[src/bfa_pkg.sv]
// Package of register map, field layout and carrier types for the buffer format and accumulator registers.
package bfa_pkg;

  // ****************************************
  // Register indices and byte addresses
  // ****************************************
  localparam logic [7:0] IDX_FILL_LEVEL  = 8'h01;
  localparam logic [7:0] IDX_SUM_STATUS  = 8'h02;
  localparam logic [7:0] IDX_SUM0_LOW    = 8'h08;
  localparam logic [7:0] IDX_SUM0_HIGH   = 8'h09;
  localparam logic [7:0] IDX_SUM1_LOW    = 8'h0A;
  localparam logic [7:0] IDX_SUM1_HIGH   = 8'h0B;
  localparam logic [7:0] IDX_LAYOUT_CFG  = 8'h28;
  localparam logic [7:0] IDX_SUM_ENABLE  = 8'h30;
  localparam logic [7:0] IDX_SEQ_CTRL    = 8'h1E;
  localparam int         ADDR_SHIFT      = 2;

  // ****************************************
  // Field layout and reset values
  // ****************************************
  localparam int         FILL_W          = 5;
  localparam int         ACC_CNT_W       = 4;
  localparam int         SUM_W           = 16;
  localparam int         RESULT_W        = 12;
  localparam int         CHID_W          = 3;
  localparam int         WORD_W          = 16;
  localparam logic [4:0] FILL_MAX        = 5'h10;
  localparam logic [3:0] ENABLE_OFF      = 4'h0;
  localparam logic [3:0] ENABLE_ON       = 4'hF;
  localparam logic [3:0] ENABLE_RESET    = 4'h0;
  localparam logic [1:0] LAYOUT_RESET    = 2'h0;
  localparam int         SEQ_LAUNCH_BIT  = 0;
  localparam int         GCALL_BIT       = 1;
  localparam int         DEVRST_BIT      = 2;

  // ****************************************
  // Types
  // ****************************************
  typedef enum logic [1:0] {
    LAYOUT_PLAIN  = 2'b00,
    LAYOUT_CHID   = 2'b01,
    LAYOUT_VALID  = 2'b10,
    LAYOUT_PLAIN2 = 2'b11
  } bfa_layout_t;

  typedef struct packed {
    logic                    valid;
    logic                    channel;
    logic                    data_valid;
    logic [RESULT_W-1:0]     result;
  } bfa_conv_t;

  typedef struct packed {
    logic                    valid;
    logic [WORD_W-1:0]       word;
  } bfa_word_t;

endpackage

[src/bfa_regs.sv]
// Top of the buffer format, fill count and accumulator register bank with a classic Wishbone slave.
//
// Chosen here: the Wishbone register port.
`timescale 1ns/1ps

module bfa_regs #(
  parameter int FILL_DEPTH = 16
) (
  // Clock and reset
  input  wire logic        MCLK,
  input  wire logic        RESET,
  // Wishbone slave
  input  wire logic        WB_CYC_I,
  input  wire logic        WB_STB_I,
  input  wire logic        WB_WE_I,
  input  wire logic [7:0]  WB_ADR_I,
  input  wire logic [3:0]  WB_SEL_I,
  input  wire logic [31:0] WB_DAT_I,
  output logic      [31:0] WB_DAT_O,
  output logic             WB_ACK_O,
  // Conversion results from the converter
  input  wire logic        CONV_VALID,
  input  wire logic        CONV_CHANNEL,
  input  wire logic        CONV_DATA_VALID,
  input  wire logic [11:0] CONV_RESULT,
  // Formatted word towards the data buffer
  output logic             BUF_WORD_VALID,
  output logic      [15:0] BUF_WORD,
  // Status view
  output logic      [4:0]  FILL_COUNT,
  output logic             ACC_ACTIVE
);

  // ****************************************
  // Bus decode
  // ****************************************
  logic       req;
  logic       wr_ok;
  logic [5:0] idx;
  logic       clear_all;
  logic       launch_wr;
  logic       gcall_wr;
  logic       devrst_wr;

  assign req   = WB_CYC_I && WB_STB_I && !WB_ACK_O;
  assign wr_ok = req && WB_WE_I && WB_SEL_I[0];
  assign idx   = WB_ADR_I[7:bfa_pkg::ADDR_SHIFT];

  // Pulses written into the sequence control word; software sees them read as zero.
  assign launch_wr = wr_ok && (idx == bfa_pkg::IDX_SEQ_CTRL[5:0]) && WB_DAT_I[bfa_pkg::SEQ_LAUNCH_BIT];
  assign gcall_wr  = wr_ok && (idx == bfa_pkg::IDX_SEQ_CTRL[5:0]) && WB_DAT_I[bfa_pkg::GCALL_BIT];
  assign devrst_wr = wr_ok && (idx == bfa_pkg::IDX_SEQ_CTRL[5:0]) && WB_DAT_I[bfa_pkg::DEVRST_BIT];
  assign clear_all = launch_wr || gcall_wr || devrst_wr;

  // ****************************************
  // Configuration registers
  // ****************************************
  logic [1:0] layout_reg;
  logic [3:0] enable_reg;

  always_ff @(posedge MCLK or posedge RESET) begin
    if (RESET) begin
      layout_reg <= bfa_pkg::LAYOUT_RESET;
    end else if (devrst_wr || gcall_wr) begin
      layout_reg <= bfa_pkg::LAYOUT_RESET;
    end else if (wr_ok && idx == bfa_pkg::IDX_LAYOUT_CFG[5:0]) begin
      layout_reg <= WB_DAT_I[1:0];
    end
  end

  // Reserved codes are stored as written but leave the accumulator off.
  always_ff @(posedge MCLK or posedge RESET) begin
    if (RESET) begin
      enable_reg <= bfa_pkg::ENABLE_RESET;
    end else if (devrst_wr || gcall_wr) begin
      enable_reg <= bfa_pkg::ENABLE_RESET;
    end else if (wr_ok && idx == bfa_pkg::IDX_SUM_ENABLE[5:0]) begin
      enable_reg <= WB_DAT_I[3:0];
    end
  end

  logic acc_on;
  assign acc_on = (enable_reg == bfa_pkg::ENABLE_ON);

  // ****************************************
  // Conversion input and formatting
  // ****************************************
  bfa_pkg::bfa_conv_t conv;
  bfa_pkg::bfa_word_t fmt_word;

  always_comb begin
    conv            = '0;
    conv.valid      = CONV_VALID;
    conv.channel    = CONV_CHANNEL;
    conv.data_valid = CONV_DATA_VALID;
    conv.result     = CONV_RESULT;
  end

  bfa_word_fmt u_fmt (
    .clk      (MCLK),
    .rst      (RESET),
    .conv     (conv),
    .layout   (layout_reg),
    .word_out (fmt_word)
  );

  // ****************************************
  // Fill count
  // ****************************************
  logic [4:0] fill_reg;

  // Saturating so a full buffer reads 16 and never wraps back to 0.
  always_ff @(posedge MCLK or posedge RESET) begin
    if (RESET) begin
      fill_reg <= '0;
    end else if (clear_all) begin
      fill_reg <= '0;
    end else if (CONV_VALID && fill_reg < 5'(FILL_DEPTH)) begin
      fill_reg <= fill_reg + 5'h01;
    end
  end

  // ****************************************
  // Accumulator
  // ****************************************
  logic [15:0] sum_reg [2];
  logic [3:0]  acc_cnt_reg;

  genvar g;
  generate
    for (g = 0; g < 2; g++) begin : g_sum
      always_ff @(posedge MCLK or posedge RESET) begin
        if (RESET) begin
          sum_reg[g] <= '0;
        end else if (clear_all) begin
          sum_reg[g] <= '0;
        end else if (CONV_VALID && acc_on && (CONV_CHANNEL == 1'(g))) begin
          sum_reg[g] <= sum_reg[g] + {4'h0, CONV_RESULT};
        end
      end
    end
  endgenerate

  // Counts completed accumulations and wraps at its 4-bit width.
  always_ff @(posedge MCLK or posedge RESET) begin
    if (RESET) begin
      acc_cnt_reg <= '0;
    end else if (clear_all) begin
      acc_cnt_reg <= '0;
    end else if (CONV_VALID && acc_on) begin
      acc_cnt_reg <= acc_cnt_reg + 4'h1;
    end
  end

  // ****************************************
  // Read mux and acknowledge
  // ****************************************
  logic [7:0] rd_byte;

  always_comb begin
    case (idx)
      bfa_pkg::IDX_FILL_LEVEL[5:0]: rd_byte = {3'h0, fill_reg};
      bfa_pkg::IDX_SUM_STATUS[5:0]: rd_byte = {4'h0, acc_cnt_reg};
      bfa_pkg::IDX_SUM0_LOW[5:0]:   rd_byte = sum_reg[0][7:0];
      bfa_pkg::IDX_SUM0_HIGH[5:0]:  rd_byte = sum_reg[0][15:8];
      bfa_pkg::IDX_SUM1_LOW[5:0]:   rd_byte = sum_reg[1][7:0];
      bfa_pkg::IDX_SUM1_HIGH[5:0]:  rd_byte = sum_reg[1][15:8];
      bfa_pkg::IDX_LAYOUT_CFG[5:0]: rd_byte = {6'h00, layout_reg};
      bfa_pkg::IDX_SUM_ENABLE[5:0]: rd_byte = {4'h0, enable_reg};
      default:                      rd_byte = 8'h00;
    endcase
  end

  always_ff @(posedge MCLK or posedge RESET) begin
    if (RESET) begin
      WB_ACK_O <= 1'b0;
      WB_DAT_O <= '0;
    end else begin
      WB_ACK_O <= req;
      if (req && !WB_WE_I) begin
        WB_DAT_O <= {24'h000000, rd_byte};
      end
    end
  end

  // ****************************************
  // Outputs
  // ****************************************
  always_ff @(posedge MCLK or posedge RESET) begin
    if (RESET) begin
      FILL_COUNT <= '0;
      ACC_ACTIVE <= 1'b0;
    end else begin
      FILL_COUNT <= fill_reg;
      ACC_ACTIVE <= acc_on;
    end
  end

  assign BUF_WORD_VALID = fmt_word.valid;
  assign BUF_WORD       = fmt_word.word;

endmodule

[src/bfa_word_fmt.sv]
// Buffer word formatter that packs one conversion result into a 16-bit word.
`timescale 1ns/1ps
module bfa_word_fmt (
  // Clock and reset
  input  wire logic              clk,
  input  wire logic              rst,
  // Conversion in, formatted word out
  input  wire bfa_pkg::bfa_conv_t conv,
  input  wire logic [1:0]        layout,
  output bfa_pkg::bfa_word_t     word_out
);

  logic [bfa_pkg::CHID_W-1:0] chid;
  logic [bfa_pkg::WORD_W-1:0] word_next;

  assign chid = {2'h0, conv.channel};

  always_comb begin
    case (layout)
      2'b00: word_next = {conv.result, 4'h0};
      2'b01: word_next = {conv.result, chid, 1'b0};
      2'b10: word_next = {conv.result, chid, conv.data_valid};
      2'b11: word_next = {conv.result, 4'h0};
      default: word_next = {conv.result, 4'h0};
    endcase
  end

  always_ff @(posedge clk or posedge rst) begin
    if (rst) begin
      word_out <= '0;
    end else begin
      word_out.valid <= conv.valid;
      if (conv.valid) begin
        word_out.word <= word_next;
      end
    end
  end

endmodule
[config.mk]
export PLATFORM = sky130hd
export DESIGN_NAME = bfa_regs
export DESIGN_NICKNAME = d
export VERILOG_FILES = /design/src/bfa_pkg.sv /design/src/bfa_regs.sv /design/src/bfa_word_fmt.sv
export SDC_FILE = /design/constraint.sdc
export NUM_CORES = 1
export LEC_CHECK = 0
export BUFFER_PORTS_ARGS = -buffer_cell sky130_fd_sc_hd__buf_4
export CAP_MARGIN = 0
export CORE_ASPECT_RATIO = 1.2
export CORE_UTILIZATION = 49
export CTS_BUF_LIST = sky130_fd_sc_hd__clkbuf_8 sky130_fd_sc_hd__clkbuf_16
export DETAILED_ROUTE_END_ITERATION = 10
export PLACE_DENSITY = 0.89
export SETUP_SLACK_MARGIN = 0.2
export SLEW_MARGIN = 30
export SYNTH_ARGS = -nofsm -noshare
export SYNTH_HDL_FRONTEND = slang
export SYNTH_SLANG_ARGS = --single-unit
[constraint.sdc]
create_clock -name MCLK -period 2.12 [get_ports MCLK]
set_input_delay 0.318 -clock MCLK [delete_from_list [all_inputs] [get_ports MCLK]]
set_output_delay 0.318 -clock MCLK [all_outputs]
set_load 0.02 [all_outputs]
==> results of run 1 <==
[cells in the mapped netlist (8+ instances only)]
cell and instances:
ha_1 26, o21ai_0 23, nand4_1 8, mux2_2 14, buf_4 26, nand2_1 51, xor2_1 8, dfrtp_1 77
a21oi_1 35, nor3_1 11, and3_1 11, inv_1 15, xnor2_1 9, nor2_1 43, nand3_1 21, clkbuf_1 11
[power breakdown]
group / internal, W / switching [W] / leakage, nW
combinational: 0.000336 / 0.000478 / 1.84
sequential: 0.00162 / 0.000135 / 0.990
clock: 0.00124 / 0.000634 / 0.180
total: 0.00320 / 0.00125 / 3.01
[final cells by class]
cell class              instances  area [µm²]
well taps                     123       153.9
clock buffers                  12       266.5
clock inverters                 4       93.84
inverters                      15       60.06
repair buffers                123       980.9
flip-flops and latches         77        1928
fillers                       604        2855
multi-input cells             411        3274
[kinds of logic after synthesis]
kind of cell    synth area share [%]
fa+ha+maj                      7.481
other cells                  0.07679
mux                            6.303
simple gates                   20.14
buf+inv                        6.789
flops                          39.46
compound gates                 16.71
xor+xnor                       3.049
[repair_timing]
item,in CTS,in global routing
endpoints found under the setup margin,17,40
resized for setup,34,61
pin swaps,26,25
setup buffers,15,13
[per-layer routing]
| metal | wire length [µm] | track usage [%] | share of wire (%) |
|---|---|---|---|
| met4 | 1158 | 20.92 | 6.8 |
| met2 | 8342 | 49.22 | 49 |
| met5 | 0 | 0 | 0 |
| met3 | 1566 | 4.372 | 9.2 |
| met1 | 5925 | 34.81 | 35 |
[worst max path at each step]
stage	start	endpoint	slack, ns
final	sum_reg[16]	sum_reg[30]	-0.12
after detailed placement	CONV_RESULT[0]	sum_reg[30]	-0.30
after global routing	sum_reg[16]	sum_reg[30]	-0.20
after floorplan	sum_reg[16]	sum_reg[30]	-0.02
after global placement	CONV_RESULT[0]	sum_reg[30]	-0.23
after CTS	sum_reg[16]	sum_reg[30]	-0.04
[per-stage QoR]
step	instance area (µm²)	utilization, %
final	6758	70.30
after global routing	6758	70.30
after CTS	6316	65.70
after detailed placement	5685	59.14
after global placement	5685	59.14
after floorplan	5081	-
[worst max-delay path: cells and delay by family, from the launching register on]
kind	cells	cell delay [ns]
flip-flops	1	0.35
adder cells (fa/ha/maj)	2	0.57
buffers and inverters	1	0.04
AND/OR/NAND/NOR	3	0.77
AO/OA/AOI/OAI	3	0.42
==> impl_results.md, run 1 <==
* Setup skew after layout at 0.008108 ns
* Port Buffers at 60
* Post-synth ARST share at 100.0%
* Detailed Place HPWL at ~10 mm
* Hold buffers post-CTS at 0
* Worst Setup Slack, final at -0.1176 ns
* Core ar. at between 9000 and 10,000 µm²
* Worst VDD drop at ~0.47 mV
* Die footprint at between 10,000 and 15,000 µm²
* Clock Path Buffers at 2
* Crit Path Max Fanout at 2
* Mapped Cells at between 500 and 600
* Area leader, netlist: dfrtp_1
* N_diodes at 0
* Hold Vio Cnt, Final at 0
* WL per Instance at 22.21 µm
* 1st-pass router iterations at 7
* Reg2Reg Depth at 9
* Largest net degree at the start of global routing at 33
* R2R Path Start: sum_reg[16]
* GPL Wtd Cong at between 0.9 and 1
* Num ports at 120
* RR Endpoint: sum_reg[30]
* Delay of the slowest critical-path stage at 0.48 ns
* Final worst path period need at 2.238 ns
* Lkg Pwr at around 3 nW
* Drt via density at 6.562
* DP Cell Count at between 700 and 800
* Die span in x at between 90 and 100 µm
* Post-synthesis average cell area at about 9.3 µm²
* EDFF count, synth at 0
* Root buffer cell: clkbuf_16
* Crit-path cells: ha_2 > inv_2 > fa_2 > nor2b_4 > o2111ai_4 > nand3_4 > a31oi_4 > or4b_1 > a31oi_1
* Max-slew violation count at 0
* Rel. slew slack at about half
* Cts bufs inserted at 9
* Power per cell area at approximately 660 nW/µm²
* RSZ-0062 raised after global routing: yes
* CTS Sinks at 77
* Worst Path Required at 2.39 ns
* Num rows at 39
* Sequential area share after synthesis at 39.46%
* Synth unique cells at 62
* Cell area after synthesis at between 4000 and 5000 µm²
* P&R area growth vs syn at 38.38%
* DRC Markers at 0
* DRT Wirelength at ~17 mm
* Commonest non-fill, non-tap cell in the layout: buf_4
* Post-route ant nets at 0
* Worst slack at placement at -0.2997 ns
* Initial antenna violation count at 0
* Slew @ Worst Pin at 0.7499 ns
* Crit-path slowest cell: or4b_1
* Max reg flops at 32
* Max Fclk at around 0.45 GHz
* Worst Path Arrival at roughly 2.5 ns
* Flops & latches, synth at 77
* WHS at between 0.09 and 0.1 ns
* Vias in the first global route at between 4,000 and 5,000
* Initial cell density of the core at between 50% and 60%
* Min-Delay Path Class: in2async
* Skew-Pair Late Insertion Delay at ~0.36 ns
* Most used DFF post-synth: dfrtp_1
* Critical Path End Type: register
* Power after layout at roughly 0.0044 W
* Global-route wire length before repair at 23.59 mm
* R2r setup slk at -0.12 ns
* Synth top area cells: dfrtp_1 39%, ha_1 6.7%, buf_4 4.0%
* Final setup TNS at -0.1644 ns
* DR iter-0 viols at 587
* Total gr overflow at 0
* CP Launch Type: register
* Yosys top cell area share at 39.46%
* Tcrit/Tclk final at 105.5%
* Status: finished with violations
* Failing checks: setup timing
* Post-layout net count at 729
* Setup Crit Path Kind: reg2reg
* Maxcap violations at 0
* GR Util All Layers at 29.63%
* Share of cells above drive strength 1 at ~37%
* H-tree levels at 3
* Reg clk slew, reported paths at 0.06 ns
* TritonCTS clock tree: done
* Setup violators final at 3
* DR vias at roughly 5,000
* Non-Filler Instances at between 700 and 800
* Yosys warning count at 0
* Commonest cells after routing, fill and taps aside: 110 x buf_4, 76 x dfrtp_1, 48 x nand2_1
* Die span in y at about 110 µm
Power figures use the tool's default switching activity.
==> run 2: changes to the inputs <==
--- a/config.mk
+++ b/config.mk
@@ -7,13 +7,13 @@
 export LEC_CHECK = 0
 export BUFFER_PORTS_ARGS = -buffer_cell sky130_fd_sc_hd__buf_4
 export CAP_MARGIN = 0
-export CORE_ASPECT_RATIO = 1.2
 export CORE_UTILIZATION = 49
 export CTS_BUF_LIST = sky130_fd_sc_hd__clkbuf_8 sky130_fd_sc_hd__clkbuf_16
 export DETAILED_ROUTE_END_ITERATION = 10
 export PLACE_DENSITY = 0.89
 export SETUP_SLACK_MARGIN = 0.2
-export SLEW_MARGIN = 30
+export SLEW_MARGIN = 10
 export SYNTH_ARGS = -nofsm -noshare
 export SYNTH_HDL_FRONTEND = slang
+export SYNTH_HIERARCHICAL = 1
 export SYNTH_SLANG_ARGS = --single-unit
==> impl_results.md, run 2 <==
* Status: finished with violations
* Failing checks: hold timing, setup timing
* Share of cells above drive strength 1 at a little under two fifths
* DRC Markers at 0
* Critical Path End Type: register
* Setup Crit Path Kind: reg2reg
* Num rows at 36
* Worst slack at placement at -0.2185 ns
* DRT Wirelength at around 17 mm
* Worst Setup Slack, final at -0.1544 ns
* Initial antenna violation count at 2
* Critical path buffers and inverters at 1
* EDFF count, synth at 0
* TritonCTS clock tree: done
* 1st-pass router iterations at 7
* Port Buffers at 60
* WL per Instance at 20.86 µm
* DR vias at between 4,000 and 5,000
* Max Fclk at roughly 0.44 GHz
* Most used DFF post-synth: dfrtp_1
* Crit-path slowest cell: dfrtp_1
* R2R Path Start: sum_reg[1]
* Final worst path period need at approximately 2.3 ns
* Root buffer cell: clkbuf_8
* Flops & latches, synth at 77
* GPL Wtd Cong at ~0.96
* RR Endpoint: sum_reg[15]
* Clock Path Buffers at 2
* Commonest cells after routing, fill and taps aside: 128 x buf_4, 76 x dfrtp_1, 46 x nand2_1
* Post-route ant nets at 0
* Hold Vio Cnt, Final at 2
* Setup violators final at 8
* Tcrit/Tclk final at 107.3%
* Worst Path Required at around 2.3 ns
* Mapped Cells at between 500 and 600
* Worst VDD drop at approximately 0.44 mV
* R2r setup slk at -0.15 ns
* Die span in y at 102.6 µm
* Count leader, synth: dfrtp_1
* Setup skew after layout at between 0.02 and 0.025 ns
* Post-synth ARST share at 100.0%
* Core ar. at between 9000 and 10,000 µm²
* Sequential area share after synthesis at about 39%
* Final setup TNS at -0.5938 ns
* Yosys warning count at 6
* CTS Sinks at 77
* Area leader, netlist: dfrtp_1
* Delay of the slowest critical-path stage at approximately 0.45 ns
* Skew-Pair Late Insertion Delay at roughly 0.38 ns
* Reg clk slew, reported paths at 0.10 ns
* Power per cell area at just over 600 nW/µm²
* Cts bufs inserted at 9
* RSZ-0062 raised after global routing: yes
* Power after layout at 0.004083 W
* Maxcap violations at 0
* Commonest non-fill, non-tap cell in the layout: buf_4
* H-tree levels at 3
* Crit-path cells: ha_1 > a211o_1 > a21oi_2 > o21ai_4 > a2111oi_4 > buf_4 > o41ai_2
* Post-layout net count at 744
* Most instantiated cells after synthesis: 77 x dfrtp_1, 50 x nand2_1, 40 x nor2_1, 39 x a21oi_1, 35 x o21ai_0
* Rel. slew slack at between 50% and 60%
* Min-Delay Path Class: in2async
* WHS at -0.002617 ns
* Die footprint at between 10,000 and 15,000 µm²
* Global-route wire length before repair at between 20 and 25 mm
* Die span in x at just over 100 µm
* Num ports at 120
* Hold buffers post-CTS at 0
* Reg2Reg Depth at 7
* Synth unique cells at between 60 and 70
* Lkg Pwr at 2.962 nW
* Cell area after synthesis at approximately 5000 µm²
* Post-synthesis average cell area at 9.424 µm²
* DR iter-0 viols at roughly 570
* P&R area growth vs syn at 34.81%
* Drt via density at between 6 and 7
* Vias in the first global route at approximately 4,600
* Crit Path Max Fanout at 4
* Max reg flops at 32
* Worst Path Arrival at ~2.5 ns
* Yosys top cell area share at 38.87%
* Initial cell density of the core at between 50 and 60%
* CP top delay family: compound AO/OA/AOI/OAI gates
* Largest net degree at the start of global routing at 28
* Max-slew violation count at 0
* CP Launch Type: register
* Total gr overflow at 0
* Slew @ Worst Pin at 0.6171 ns
* Synth top area cells: dfrtp_1 39%, ha_1 6.6%, buf_4 4.2%
* GR Util All Layers at 29.93%
* Detailed Place HPWL at ~10 mm
[run 2: kinds of logic (layout without fill, tap and decap cells)]
kind of cell / count (synthesis) / in the layout / synth area share, %
other: 2 / 28 / 0.1515
muxes: 26 / 26 / 7.547
DFF: 77 / 77 / 38.87
buffers and inverters: 65 / 172 / 7.647
adders and majority gates: 28 / 28 / 7.370
xor gates and xnor gates: 23 / 23 / 4.064
and+or+nand+nor: 170 / 170 / 16.83
AOI/OAI and AO/OA: 135 / 135 / 17.52
[run 2: how the worst max path moves through the flow]
stage / startpoint / end / slack, ns / cells after the start
final: sum_reg[1] / sum_reg[15] / -0.15 / 7
after global routing: sum_reg[0] / sum_reg[14] / -0.26 / 9
after CTS: sum_reg[0] / sum_reg[14] / -0.10 / 9
after detailed placement: CONV_RESULT[0] / sum_reg[14] / -0.22 / 10
after global placement: CONV_RESULT[0] / sum_reg[14] / -0.19 / 10
after floorplan: sum_reg[0] / sum_reg[14] / -0.01 / 9
[run 2: cell type report]
type | count | area (µm²)
Antenna cell | 2 | 5.005
Clock buffer | 9 | 123.9
Clock inverter | 7 | 73.82
Fill cell | 673 | 3092
Inverter | 20 | 75.07
Multi-Input combinational cell | 408 | 3251
Sequential cell | 77 | 1928
Tap cell | 133 | 166.4
Timing Repair Buffer | 136 | 1060
[run 2: what timing repair did]
item	CTS	global route
pin swaps	40	39
resized for setup	45	49
buffers inserted	9	16
gates cloned	0	0
endpoints found under the setup margin	19	25
[run 2: stage by stage]
step	hold slack (ns)	instance area [µm²]	utilization, %	cells
final	-0.002617	6683	68.37	792
after global routing	0.04972	6680	68.34	791
after CTS	0.01369	6336	64.82	774
after detailed placement	0.4152	5829	59.64	749
after global placement	0.4068	5829	59.64	749
after floorplan	0.2195	5115	-	550
[run 2: worst reg2reg max path: stages (launching register included)]
cell,delay (ns)
dfrtp_1,0.45
ha_1,0.32
a211o_1,0.30
a21oi_2,0.23
o21ai_4,0.13
a2111oi_4,0.43
buf_4,0.21
o41ai_2,0.06
[run 2: where the power goes]
part	leakage (nW)	switching, W	total, W	internal (W)
Sequential	0.978	0.000133	0.00175	0.00162
Combinational	1.89	0.000649	0.00116	0.000507
Clock	0.0937	0.000627	0.00117	0.000548
[run 2: layer usage]
metal / vias up / global-route usage, % / routed length, µm / share of wire (%)
met5: - / 0 / 13 / 0.079
met4: 2 / 20.55 / 1269 / 7.7
met3: 115 / 6.712 / 1791 / 11
met2: 377 / 48.26 / 7641 / 46
met1: 2325 / 35.69 / 5806 / 35
li1: 2120 / - / - / -
